$ cat config.mk
export PLATFORM = sky130hd
export DESIGN_NAME = flash_irq_status_unlock_range
export DESIGN_NICKNAME = d
export VERILOG_FILES = /design/src/rtl/flash_irq_pkg.sv /design/src/rtl/sticky_flag.sv /design/src/rtl/flash_irq_status_unlock_range.sv
export SDC_FILE = /design/constraint.sdc
export NUM_CORES = 1
export LEC_CHECK = 0
export ABC_AREA = 1
export BUFFER_PORTS_ARGS = -buffer_cell sky130_fd_sc_hd__buf_2
export CAP_MARGIN = 30
export CORE_UTILIZATION = 50
export CTS_BUF_LIST = sky130_fd_sc_hd__clkbuf_8
export DETAILED_ROUTE_END_ITERATION = 16
export PLACE_DENSITY = 0.83
export SYNTH_ARGS = -nofsm -noshare
export SYNTH_HDL_FRONTEND = slang
export SYNTH_SLANG_ARGS = --single-unit
$ cat constraint.sdc
create_clock -name clk_sys -period 1.2 [get_ports clk_sys]
set_input_delay 0 -clock clk_sys [delete_from_list [all_inputs] [get_ports clk_sys]]
set_output_delay 0 -clock clk_sys [all_outputs]
set_load 0.02 [all_outputs]
$ cat src/rtl/flash_irq_pkg.sv
// Shared constants and carriers for the flash interrupt status and unlock range block.
// Assumes a 16-bit host register port and one system clock.
`default_nettype none
package flash_irq_pkg;

   // Register offsets on the host port
   localparam logic [15:0] OFS_IRQ_STATUS   = 16'hf241;
   localparam logic [15:0] OFS_UNLOCK_FIRST = 16'hf24c;
   localparam logic [15:0] OFS_UNLOCK_LAST  = 16'hf24d;
   localparam logic [15:0] OFS_IRQ_CONFIG   = 16'hf250;
   localparam logic [15:0] OFS_IRQ_MASK     = 16'hf251;

   // Interrupt status field positions
   localparam int BIT_MASTER  = 15;
   localparam int BIT_LOAD    = 7;
   localparam int BIT_PROGRAM = 6;
   localparam int BIT_ERASE   = 5;
   localparam int BIT_RESET   = 4;

   // Configuration field positions
   localparam int BIT_POLARITY = 1;
   localparam int BIT_OBE      = 0;

   // Values after reset
   localparam logic [15:0] STATUS_COLD_VAL = 16'h8080;
   localparam logic [15:0] STATUS_WARM_VAL = 16'h8010;
   localparam logic [15:0] STATUS_USED     = 16'h80f0;
   localparam logic [15:0] MASK_RST_VAL    = 16'h0000;
   localparam logic        POLARITY_RST    = 1'b1;
   localparam logic        OBE_RST         = 1'b0;
   localparam logic [8:0]  BLOCK_RST_VAL   = 9'h000;
   localparam int          BLOCK_W         = 9;

   // Command codes whose completion is reported
   localparam logic [15:0] CMD_LOAD_A    = 16'h0000;
   localparam logic [15:0] CMD_LOAD_B    = 16'h0013;
   localparam logic [15:0] CMD_PROG_A    = 16'h0080;
   localparam logic [15:0] CMD_PROG_B    = 16'h001a;
   localparam logic [15:0] CMD_PROG_C    = 16'h001b;
   localparam logic [15:0] CMD_ERASE     = 16'h0094;
   localparam logic [15:0] CMD_RESET_A   = 16'h00f0;
   localparam logic [15:0] CMD_RESET_B   = 16'h00f3;
   localparam logic [15:0] CMD_UNLOCK    = 16'h0023;
   localparam logic [15:0] CMD_LOCK      = 16'h002a;
   localparam logic [15:0] CMD_LOCKTIGHT = 16'h002c;
   localparam logic [15:0] CMD_OTP_A     = 16'h0065;
   localparam logic [15:0] CMD_OTP_B     = 16'h0075;

   // Host register port request
   typedef struct packed {
      logic [15:0] addr;
      logic [15:0] wdata;
      logic        wr;
      logic        rd;
   } regbus_req_t;

   // Completion report from the operation sequencer
   typedef struct packed {
      logic        done;
      logic [15:0] cmd;
      logic        boot_done;
   } op_done_t;

   // Two-way style pin drive
   typedef struct packed {
      logic out;
      logic oe_b;
   } pin_drive_t;

endpackage
`default_nettype wire

$ cat src/rtl/sticky_flag.sv
// One pending flag with set, clear and warm/hot reload.
// Assumes all inputs come from logic on clk_sys.
`default_nettype none
module sticky_flag #(
   parameter logic COLD_VAL = 1'b0
) (
   // Clock and cold reset
   input  wire logic clk_sys,
   input  wire logic rst_b,
   // Controls
   input  wire logic set_ev,
   input  wire logic clr_ev,
   input  wire logic load_en,
   input  wire logic load_val,
   // Flag
   output var  logic q
);

   logic q_ff;
   logic nxt_q;

   // A set arriving with a clear keeps the flag; a reload outranks both
   assign nxt_q = load_en ? load_val : (set_ev ? 1'b1 : (clr_ev ? 1'b0 : q_ff));

   always_ff @(posedge clk_sys or negedge rst_b) begin
      if (!rst_b) begin
         q_ff <= COLD_VAL;
      end else begin
         q_ff <= nxt_q;
      end
   end

   assign q = q_ff;

endmodule
`default_nettype wire

$ cat src/rtl/flash_irq_status_unlock_range.sv
// Interrupt status, interrupt pin drive and unlock range registers of the flash device.
// Assumes op completions come as one-cycle reports on clk_sys, warm reset arrives on a pin,
// hot reset is a one-cycle pulse from same-clock logic, and rst_b is the cold reset.
//
// Overview of operation
// The master flag sets itself on any done flag being set or on a lock, unlock, lock-tight or OTP completion.
// The master flag clears when the host writes zero to it; cold, warm and hot reset all set it.
// The interrupt pin follows the master flag, inverted when the pin polarity is low.
// The load flag sets on completion of either load command or of the boot load.
// The program flag sets on completion of any of the three program commands.
// The erase flag sets on completion of the erase command.
// The reset flag sets on completion of either reset command and on release of warm reset.
// Load, program and erase flags clear on a host zero write and on warm or hot reset; cold reset clears program and erase but sets load.
// The reset flag clears on a host zero write and on cold reset, never on warm or hot reset.
// Status reads 8080h after cold reset and 8010h after warm or hot reset.
// Master sits at bit 15, load at 7, program, erase and reset at 6 to 4, others read zero.
// The first block of the unlock range is a nine-bit read/write field that resets to zero.
// The host keeps the last block at or above the first block; the device just stores it.
// Pin polarity defaults high so a pending interrupt drives the pin high.
// Interrupt and ready pins stay undriven until output buffer enable is written to one.
// Reserved bits of the three registers ignore writes and read zero.
`default_nettype none
module flash_irq_status_unlock_range (
   // Clock and cold reset
   input  wire logic                      clk_sys,
   input  wire logic                      rst_b,
   // Warm reset pin and hot reset pulse
   input  wire logic                      warm_rst_b,
   input  wire logic                      hot_rst,
   // Host register port
   input  wire flash_irq_pkg::regbus_req_t bus_req,
   output var  logic [15:0]               bus_rdata,
   // Operation completions
   input  wire flash_irq_pkg::op_done_t   op_done,
   input  wire logic                      ready_in,
   // Device pins
   output var  flash_irq_pkg::pin_drive_t int_pin,
   output var  flash_irq_pkg::pin_drive_t rdy_pin,
   // Unlock range to the protection logic
   output var  logic [8:0]                unlock_range_first_block,
   output var  logic [8:0]                unlock_range_last_block,
   // Masked interrupt level
   output var  logic                      irq_level
);
   import flash_irq_pkg::*;

   // Warm reset pin synchroniser
   logic warm_meta_ff;
   logic warm_sync_ff;
   logic warm_prev_ff;

   always_ff @(posedge clk_sys or negedge rst_b) begin
      if (!rst_b) begin
         warm_meta_ff <= 1'b1;
         warm_sync_ff <= 1'b1;
         warm_prev_ff <= 1'b1;
      end else begin
         warm_meta_ff <= warm_rst_b;
         warm_sync_ff <= warm_meta_ff;
         warm_prev_ff <= warm_sync_ff;
      end
   end

   wire warm_active  = !warm_sync_ff;
   wire warm_release = warm_sync_ff && !warm_prev_ff;

   // Warm held low or a hot pulse reloads every flag but the reset flag; a reload lasts while warm is held
   wire soft_reload = warm_active || hot_rst;

   // Register decode
   wire hit_status = (bus_req.addr == OFS_IRQ_STATUS);
   wire hit_first  = (bus_req.addr == OFS_UNLOCK_FIRST);
   wire hit_last   = (bus_req.addr == OFS_UNLOCK_LAST);
   wire hit_config = (bus_req.addr == OFS_IRQ_CONFIG);
   wire hit_mask   = (bus_req.addr == OFS_IRQ_MASK);

   wire wr_status = bus_req.wr && hit_status;
   wire wr_first  = bus_req.wr && hit_first;
   wire wr_last   = bus_req.wr && hit_last;
   wire wr_config = bus_req.wr && hit_config;
   wire wr_mask   = bus_req.wr && hit_mask;

   // Flags clear on a written zero; a written one leaves them alone
   wire clr_master  = wr_status && !bus_req.wdata[BIT_MASTER];
   wire clr_load    = wr_status && !bus_req.wdata[BIT_LOAD];
   wire clr_program = wr_status && !bus_req.wdata[BIT_PROGRAM];
   wire clr_erase   = wr_status && !bus_req.wdata[BIT_ERASE];
   wire clr_reset   = wr_status && !bus_req.wdata[BIT_RESET];

   // Completion decode
   wire [15:0] cmd = op_done.cmd;

   wire is_load  = (cmd == CMD_LOAD_A) || (cmd == CMD_LOAD_B);
   wire is_prog  = (cmd == CMD_PROG_A) || (cmd == CMD_PROG_B) || (cmd == CMD_PROG_C);
   wire is_erase = (cmd == CMD_ERASE);
   wire is_reset = (cmd == CMD_RESET_A) || (cmd == CMD_RESET_B);
   wire is_lock  = (cmd == CMD_UNLOCK) || (cmd == CMD_LOCK) || (cmd == CMD_LOCKTIGHT);
   wire is_otp   = (cmd == CMD_OTP_A) || (cmd == CMD_OTP_B);

   wire set_load    = (op_done.done && is_load) || op_done.boot_done;
   wire set_program = op_done.done && is_prog;
   wire set_erase   = op_done.done && is_erase;

   // A hot reset finishes in its own cycle, so it reports completion at once
   wire set_reset = (op_done.done && is_reset) || warm_release || hot_rst;

   wire set_lock_like = op_done.done && (is_lock || is_otp);

   wire set_master = set_load || set_program || set_erase || set_reset || set_lock_like;

   // Flag cells
   logic master_flag;
   logic load_done_flag;
   logic program_done_flag;
   logic erase_done_flag;
   logic reset_done_flag;

   // Master reloads to one on warm or hot reset, load to zero
   sticky_flag #(
      .COLD_VAL (STATUS_COLD_VAL[BIT_MASTER])
   ) u_master (
      .clk_sys  (clk_sys),
      .rst_b    (rst_b),
      .set_ev   (set_master),
      .clr_ev   (clr_master),
      .load_en  (soft_reload),
      .load_val (STATUS_WARM_VAL[BIT_MASTER]),
      .q        (master_flag)
   );

   sticky_flag #(
      .COLD_VAL (STATUS_COLD_VAL[BIT_LOAD])
   ) u_load (
      .clk_sys  (clk_sys),
      .rst_b    (rst_b),
      .set_ev   (set_load),
      .clr_ev   (clr_load),
      .load_en  (soft_reload),
      .load_val (STATUS_WARM_VAL[BIT_LOAD]),
      .q        (load_done_flag)
   );

   sticky_flag #(
      .COLD_VAL (STATUS_COLD_VAL[BIT_PROGRAM])
   ) u_program (
      .clk_sys  (clk_sys),
      .rst_b    (rst_b),
      .set_ev   (set_program),
      .clr_ev   (clr_program),
      .load_en  (soft_reload),
      .load_val (STATUS_WARM_VAL[BIT_PROGRAM]),
      .q        (program_done_flag)
   );

   sticky_flag #(
      .COLD_VAL (STATUS_COLD_VAL[BIT_ERASE])
   ) u_erase (
      .clk_sys  (clk_sys),
      .rst_b    (rst_b),
      .set_ev   (set_erase),
      .clr_ev   (clr_erase),
      .load_en  (soft_reload),
      .load_val (STATUS_WARM_VAL[BIT_ERASE]),
      .q        (erase_done_flag)
   );

   // Never reloaded: a warm or hot reset only ever sets this flag; cold reset clears it
   sticky_flag #(
      .COLD_VAL (STATUS_COLD_VAL[BIT_RESET])
   ) u_reset (
      .clk_sys  (clk_sys),
      .rst_b    (rst_b),
      .set_ev   (set_reset),
      .clr_ev   (clr_reset),
      .load_en  (1'b0),
      .load_val (1'b0),
      .q        (reset_done_flag)
   );

   // Status word with reserved bits forced to zero
   logic [15:0] status_word;

   always_comb begin
      status_word              = 16'h0000;
      status_word[BIT_MASTER]  = master_flag;
      status_word[BIT_LOAD]    = load_done_flag;
      status_word[BIT_PROGRAM] = program_done_flag;
      status_word[BIT_ERASE]   = erase_done_flag;
      status_word[BIT_RESET]   = reset_done_flag;
   end

   // Unlock range, mask and pin configuration
   logic [BLOCK_W-1:0] first_block_ff;
   logic [BLOCK_W-1:0] last_block_ff;
   logic [15:0]        irq_mask_ff;
   logic               polarity_ff;
   logic               obe_ff;

   wire [BLOCK_W-1:0] nxt_first_block = wr_first ? bus_req.wdata[BLOCK_W-1:0] : first_block_ff;
   // The last block is stored as written; ordering against the first is left to software
   wire [BLOCK_W-1:0] nxt_last_block  = wr_last ? bus_req.wdata[BLOCK_W-1:0] : last_block_ff;
   wire [15:0]        nxt_irq_mask    = wr_mask ? (bus_req.wdata & STATUS_USED) : irq_mask_ff;
   wire               nxt_polarity    = wr_config ? bus_req.wdata[BIT_POLARITY] : polarity_ff;
   wire               nxt_obe         = wr_config ? bus_req.wdata[BIT_OBE] : obe_ff;

   // Only the cold reset returns these; warm and hot resets leave the host's setup in place
   always_ff @(posedge clk_sys or negedge rst_b) begin
      if (!rst_b) begin
         first_block_ff <= BLOCK_RST_VAL;
         last_block_ff  <= BLOCK_RST_VAL;
         irq_mask_ff    <= MASK_RST_VAL;
         polarity_ff    <= POLARITY_RST;
         obe_ff         <= OBE_RST;
      end else begin
         first_block_ff <= nxt_first_block;
         last_block_ff  <= nxt_last_block;
         irq_mask_ff    <= nxt_irq_mask;
         polarity_ff    <= nxt_polarity;
         obe_ff         <= nxt_obe;
      end
   end

   // Configuration readback
   logic [15:0] config_word;

   always_comb begin
      config_word               = 16'h0000;
      config_word[BIT_POLARITY] = polarity_ff;
      config_word[BIT_OBE]      = obe_ff;
   end

   // Read data, one cycle after the strobe; unmapped addresses read zero
   wire [15:0] first_word = {{(16-BLOCK_W){1'b0}}, first_block_ff};
   wire [15:0] last_word  = {{(16-BLOCK_W){1'b0}}, last_block_ff};

   // Per-register read selects; the decode is exact, so at most one is high
   wire rd_status = bus_req.rd && hit_status;
   wire rd_first  = bus_req.rd && hit_first;
   wire rd_last   = bus_req.rd && hit_last;
   wire rd_config = bus_req.rd && hit_config;
   wire rd_mask   = bus_req.rd && hit_mask;

   // An OR of gated words keeps the read path flat instead of a priority chain
   wire [15:0] rd_sel = ({16{rd_status}} & status_word) |
                        ({16{rd_first}}  & first_word)  |
                        ({16{rd_last}}   & last_word)   |
                        ({16{rd_config}} & config_word) |
                        ({16{rd_mask}}   & irq_mask_ff);

   logic [15:0] rdata_ff;
   wire  [15:0] nxt_rdata = rd_sel;

   always_ff @(posedge clk_sys or negedge rst_b) begin
      if (!rst_b) begin
         rdata_ff <= 16'h0000;
      end else begin
         rdata_ff <= nxt_rdata;
      end
   end

   assign bus_rdata = rdata_ff;

   // Pin drive; registered so the pins never glitch on decode settling
   wire nxt_int_level = polarity_ff ? master_flag : !master_flag;
   wire nxt_rdy_level = ready_in;

   logic int_out_ff;
   logic rdy_out_ff;
   logic pin_oe_b_ff;

   always_ff @(posedge clk_sys or negedge rst_b) begin
      if (!rst_b) begin
         int_out_ff  <= 1'b0;
         pin_oe_b_ff <= 1'b1;
      end else begin
         int_out_ff  <= nxt_int_level;
         pin_oe_b_ff <= !nxt_obe;
      end
   end

   // The ready pin shares the interrupt pin's buffer enable
   always_ff @(posedge clk_sys or negedge rst_b) begin
      if (!rst_b) begin
         rdy_out_ff <= 1'b0;
      end else begin
         rdy_out_ff <= nxt_rdy_level;
      end
   end

   assign int_pin.out  = int_out_ff;
   assign int_pin.oe_b = pin_oe_b_ff;
   assign rdy_pin.out  = rdy_out_ff;
   assign rdy_pin.oe_b = pin_oe_b_ff;

   // Range outputs
   assign unlock_range_first_block = first_block_ff;
   assign unlock_range_last_block  = last_block_ff;

   // Masked interrupt level for the system
   assign irq_level = |(status_word & irq_mask_ff);

endmodule
`default_nettype wire

# Word-level counts from Yosys, hierarchy flattened
# Cells that the tools add are included.
# op_classes
n_eq_ne,17
muxes,16
bitwise_logic,10
reduce_logical,53
# op_table
op,count
$eq 16x16->1 const B,5
$eq 16x8->1 const B,4
$or 16x16->16,4
$and 16x16->16,3
$eq 16x5->1 const B,3
$eq 16x6->1 const B,3
$and 16x9->16,2
$eq 16x7->1 const B,2
$logic_and 1x1->1,21
$and 16x2->16,1
$logic_not 16->1,1
$logic_or 1x1->1,16
$mux 1,16
$reduce_or 16->1,1
$reduce_bool 3->1,4
$logic_not 1->1,9
$reduce_bool 2->1,1
# totals
ff_bits,52
in_bits,57
wordCells,113

# Depth between registers and ports, before layout
# depth
depth_word,10
mapped_depth,9
ltp_nobuf,9

# Hierarchy
# A second synthesis with hierarchy kept.
# hier_totals
cells_unflattened,341
area_unflattened_um2,2607.5
# modules_own_cells
mod,instances,cells_each,area_each_um2
flash_irq_status_unlock_range,1,306,2329.7
sticky_flag (u_erase ...),3,7,55.1
sticky_flag (u_load ...),2,7,56.3

# Worst setup path before layout
# Ideal clock, no wire load.
# synth_timing
path_kind,input to register
from,in bus_req[23] (netlist name)
to,"reg last_block_ff[6], in the netlist unlock_range_last_block[6]"
setup_time_ps,119
t_arrival_ps,864
t_required_ps,1081
path_slack_ps,217
path_stages,7
path_buffers,1
path_cell_list,nor2_1 -> nand2_2 -> nor4_4 -> nand3_4 -> buf_6 -> nand2_1 -> o21ai_2
# synth_between
elab_chain_len,2
# synth_lines
item,line,text
"start, declared",flash_irq_status_unlock_range.sv:31,"input wire flash_irq_pkg::regbus_req_t bus_req,"
$eq 16x16->1,flash_irq_status_unlock_range.sv:73,wire hit_last = (bus_req.addr == OFS_UNLOCK_LAST);
$logic_and 1x1->1,flash_irq_status_unlock_range.sv:79,wire wr_last = bus_req.wr && hit_last;
"end signal, assigned",flash_irq_status_unlock_range.sv:216,last_block_ff <= nxt_last_block;
"end, declared",flash_irq_status_unlock_range.sv:194,logic [BLOCK_W-1:0] last_block_ff;
# Every way passes these cells.
# A chain may end at the register's enable or synchronous reset.

# Worst setup path in the final report
# layout_timing
from,reg irq_mask_ff[5]
to,out irq_level
# layout_between
elab_chain_len,2
# layout_lines
item,line,text
"start, declared",flash_irq_status_unlock_range.sv:195,logic [15:0] irq_mask_ff;
"start signal, assigned",flash_irq_status_unlock_range.sv:217,irq_mask_ff <= nxt_irq_mask;
$and 16x16->16,flash_irq_status_unlock_range.sv:300,assign irq_level = |(status_word & irq_mask_ff);
$reduce_or 16->1,flash_irq_status_unlock_range.sv:300,
"end, declared",flash_irq_status_unlock_range.sv:43,output var logic irq_level
# Every way passes these cells.

==> results.sh <==
export IMPL_status="complete, but fails checks"
export IMPL_violations="negative setup slack"
export IMPL_period_needed_ns=1.31
export IMPL_cp_end_kind="primary output"
export IMPL_drt_iter0_markers=139
export IMPL_critPathTopFamily="flip-flops"
export IMPL_synthCells=306
export IMPL_antenna_found_initial=0
export IMPL_grt_pass1_wl_um=9940
export IMPL_vias=2375
export IMPL_finalMaxSlewViolations=0
export IMPL_p_sw_uw=713
export IMPL_p_per_area_nw_per_um2=879
export IMPL_min_period_over_period_pct=109
export IMPL_p_int_mw=2.15
export IMPL_cts_tree="done"
export IMPL_pwr_share_comb_pct=11.5
export IMPL_path_max_fanout=2
export IMPL_cpMostUsedCell="nand2_1"
export IMPL_crit_chain="nand2_1 > nand2_1 > a221oi_2 > nand2_1 > buf_6"
export IMPL_initial_core_util_pct=52.4
export IMPL_p_leak_nw=1.70
export IMPL_die_h_um=72.6
export IMPL_fp_dieW_um=72.6
export IMPL_drive_gt1_share_pct=35.3
export IMPL_crit_required_ns=1.20
export IMPL_io_pins=96
export IMPL_grt_overflow_total=0
export IMPL_startpoint_type="flop"
export IMPL_synth_distinct_cells=30
export IMPL_ant_nets=0
export IMPL_clk_pin_slew_ns=0.08
export IMPL_hpwl_um=4380
export IMPL_synth_area_um2=2490
export IMPL_dpl_cell_count=454
export IMPL_cts_htree_levels=2
export IMPL_post_route_worst_setup_slack_ns=-0.106
export IMPL_routedWlPerCell_um=12.4
export IMPL_ys_ff_latch=46
export IMPL_fin_total_pwr_mw=2.87
export IMPL_place_gp_congestion=0.859
export IMPL_finalNonFillerCells=481
export IMPL_fmax_mhz=765
export IMPL_clockRootBuffer="clkbuf_8"
export IMPL_grt_max_degree=29
export IMPL_synth_area_top_cells="dfrtp_1 39%, nand2_1 10%, nand3_1 8.8%"
export IMPL_areaGrowthSynthToFinish_pct=30.9
export IMPL_cts_buffers=5
export IMPL_p_seq_share_pct=54.6
export IMPL_hold_viol_final=0
export IMPL_dp_slack_ns=-0.0845
export IMPL_synth_seq_area_share_pct=46.5
export IMPL_die_area_um2=5270
export IMPL_max_cap_violations=0
export IMPL_nets=470
export IMPL_crit_type="flop to primary output"
export IMPL_grt_total_usage_pct=24.6
export IMPL_clockPowerShare_pct=33.9
export IMPL_fin_skew_ns=0.00792
export IMPL_drc_errors=0
export IMPL_fillers=420
export IMPL_yosysTopAreaCell="dfrtp_1"
export IMPL_yosysWarningCount=0
export IMPL_ir_drop_mv=0.897
export IMPL_dr_pass1_iters=4
export IMPL_setup_viol=1
export IMPL_syn_area_per_cell_um2=8.15
export IMPL_antenna_cells=0
export IMPL_cts_sinks=46
export IMPL_grt_pass1_vias=2274
export IMPL_hold_class="primary input to flop"
export IMPL_clk_latency_ns=0.30
export IMPL_path_buf_inv=1
export IMPL_cp_slowest_cell="dfrtp_1"
export IMPL_switching_share_pct=24.9
export IMPL_cts_max_path_buffers=2
export IMPL_wirelength_um=5960
export IMPL_rows=25
export IMPL_crit_arrival_ns=1.31
export IMPL_portBuffers=83
export IMPL_crit_path_max_incr_delay_ns=0.40
export IMPL_core_um2=4750
export IMPL_viasPerCell=4.94
export IMPL_rsz0062_at_grt="true"
export IMPL_yosys_area_top_type_share_pct=39.2
## power groups by stage
stage                     Clock, mW  Sequential [mW]  Combinational (mW)
final                         0.973             1.57               0.329
after global routing           1.08             1.57               0.369
after CTS                      1.00             1.57               0.329
after detailed placement          0             1.60               0.300
after global placement            0             1.60               0.293
after floorplan                   0             1.60               0.146
## synth_stat cells (all sizes together)
cell type	count
and2	1
clkbuf	2
nand2	69
nand3	47
o21ai	29
and3	1
dfrtp	39
a21oi	5
xnor2	1
nor3	2
nor2	41
buf	15
conb	1
dfstp	7
inv	31
nor2b	1
nor4	2
a221oi	1
nand4	11
## layout by cell type, fill, tap and decap left out
master	count
inv_2	1
clkinvlp_4	1
nand2_1	68
xnor2_1	1
nor4_4	2
conb_1	6
buf_4	16
nor2_4	1
buf_2	82
a221oi_2	1
o21ai_1	4
a21oi_1	5
nand3_4	2
nor2b_1	1
nand3_2	1
dfstp_2	7
dfrtp_1	39
and3_2	1
nor2_2	4
clkinv_2	1
and2_1	1
buf_12	2
dlygate4sd3_1	11
o21ai_2	16
o21ai_0	9
nand2_2	1
nor2_1	36
buf_6	1
inv_1	30
nand3_1	44
nor3_1	2
clkbuf_8	6
nand4_1	11
## layer usage
metal / wire length (µm) / track usage (%) / vias up
li1: - / - / 1203
met1: 2630 / 30.7 / 1095
met2: 2930 / 42.9 / 69
met3: 331 / 6.08 / 8
met4: 72 / 6.54 / 0
met5: 0 / 0 / -
## kinds of logic after synthesis
logic type | share of synthesized area (%)
flops | 46.5
compound gates | 9.59
xor+xnor | 0.351
other cells | 0.150
buf+inv | 9.69
simple gates | 33.7
## sequential cells by signal, summed over array words and instances, names as in the netlist
| name | cells |
|---|---|
| obe_ff | 1 |
| u_load.q | 1 |
| pin_oe_b_ff | 1 |
| warm_sync_ff | 1 |
| unlock_range_last_block | 9 |
| polarity_ff | 1 |
| unlock_range_first_block | 9 |
| u_reset.q | 1 |
| int_out_ff | 1 |
| u_master.q | 1 |
| irq_mask_ff | 5 |
| u_program.q | 1 |
| warm_prev_ff | 1 |
| u_erase.q | 1 |
| rdy_out_ff | 1 |
| warm_meta_ff | 1 |
| bus_rdata | 10 |
## path summary, 6_finish.rpt
kind                       cells after the start  slack (ns)                                       to                        from
max in group asynchronous                      3        0.51               irq_mask_ff[4]$_DFFE_PN0P_                       rst_b
min in group asynchronous                      2        0.18                   bus_rdata[0]$_DFF_PN0_                       rst_b
hold / removal                                 3       0.005  unlock_range_first_block[0]$_DFFE_PN0P_                  bus_req[2]
setup reg to reg                               7        0.13                   u_master.q$_DFFE_PN1P_      warm_prev_ff$_DFF_PN1_
hold reg to reg                                0        0.36                   warm_sync_ff$_DFF_PN1_      warm_meta_ff$_DFF_PN1_
setup / recovery                               5       -0.11                                irq_level  irq_mask_ff[5]$_DFFE_PN0P_
## cell type report
type	instances	area, µm²	area share (%)
flip-flops and latches	46	1160	35.5
multi-input cells	217	1120	34.2
repair buffers	112	692	21.2
inverters	31	116	3.57
well taps	67	83.8	2.57
clock buffers	6	82.6	2.53
clock inverters	2	12.5	0.383
## worst register-to-register path: cells and delay by family, from the launching register on
kind                   cells  cell delay, ns
buffers and inverters      1            0.05
AND/OR/NAND/NOR            6            0.46
flip-flops                 1            0.52
## timing repair
action / in CTS / in global routing
setup buffers: 4 / 4
hold endpoints to repair: 36 / 0
hold buffers: 11 / 0
endpoints found under the setup margin: 1 / 2
pin swaps: 1 / 2
gates resized for setup: 3 / 1
## stage by stage
stage / cell area (µm²) / hold WS [ns] / utilization, % / TNS (ns)
floorplan: 2510 / -0.296 / - / 0
global placement: 2990 / -0.0305 / 62.8 / 0
detailed placement: 2990 / -0.0277 / 62.8 / -0.944
CTS: 3230 / 0.00355 / 68.0 / -0.0514
global route: 3260 / 0.0106 / 68.6 / -0.217
finish: 3260 / 0.00500 / 68.6 / -0.106
Note: power is estimated with default switching activity, not from simulation.
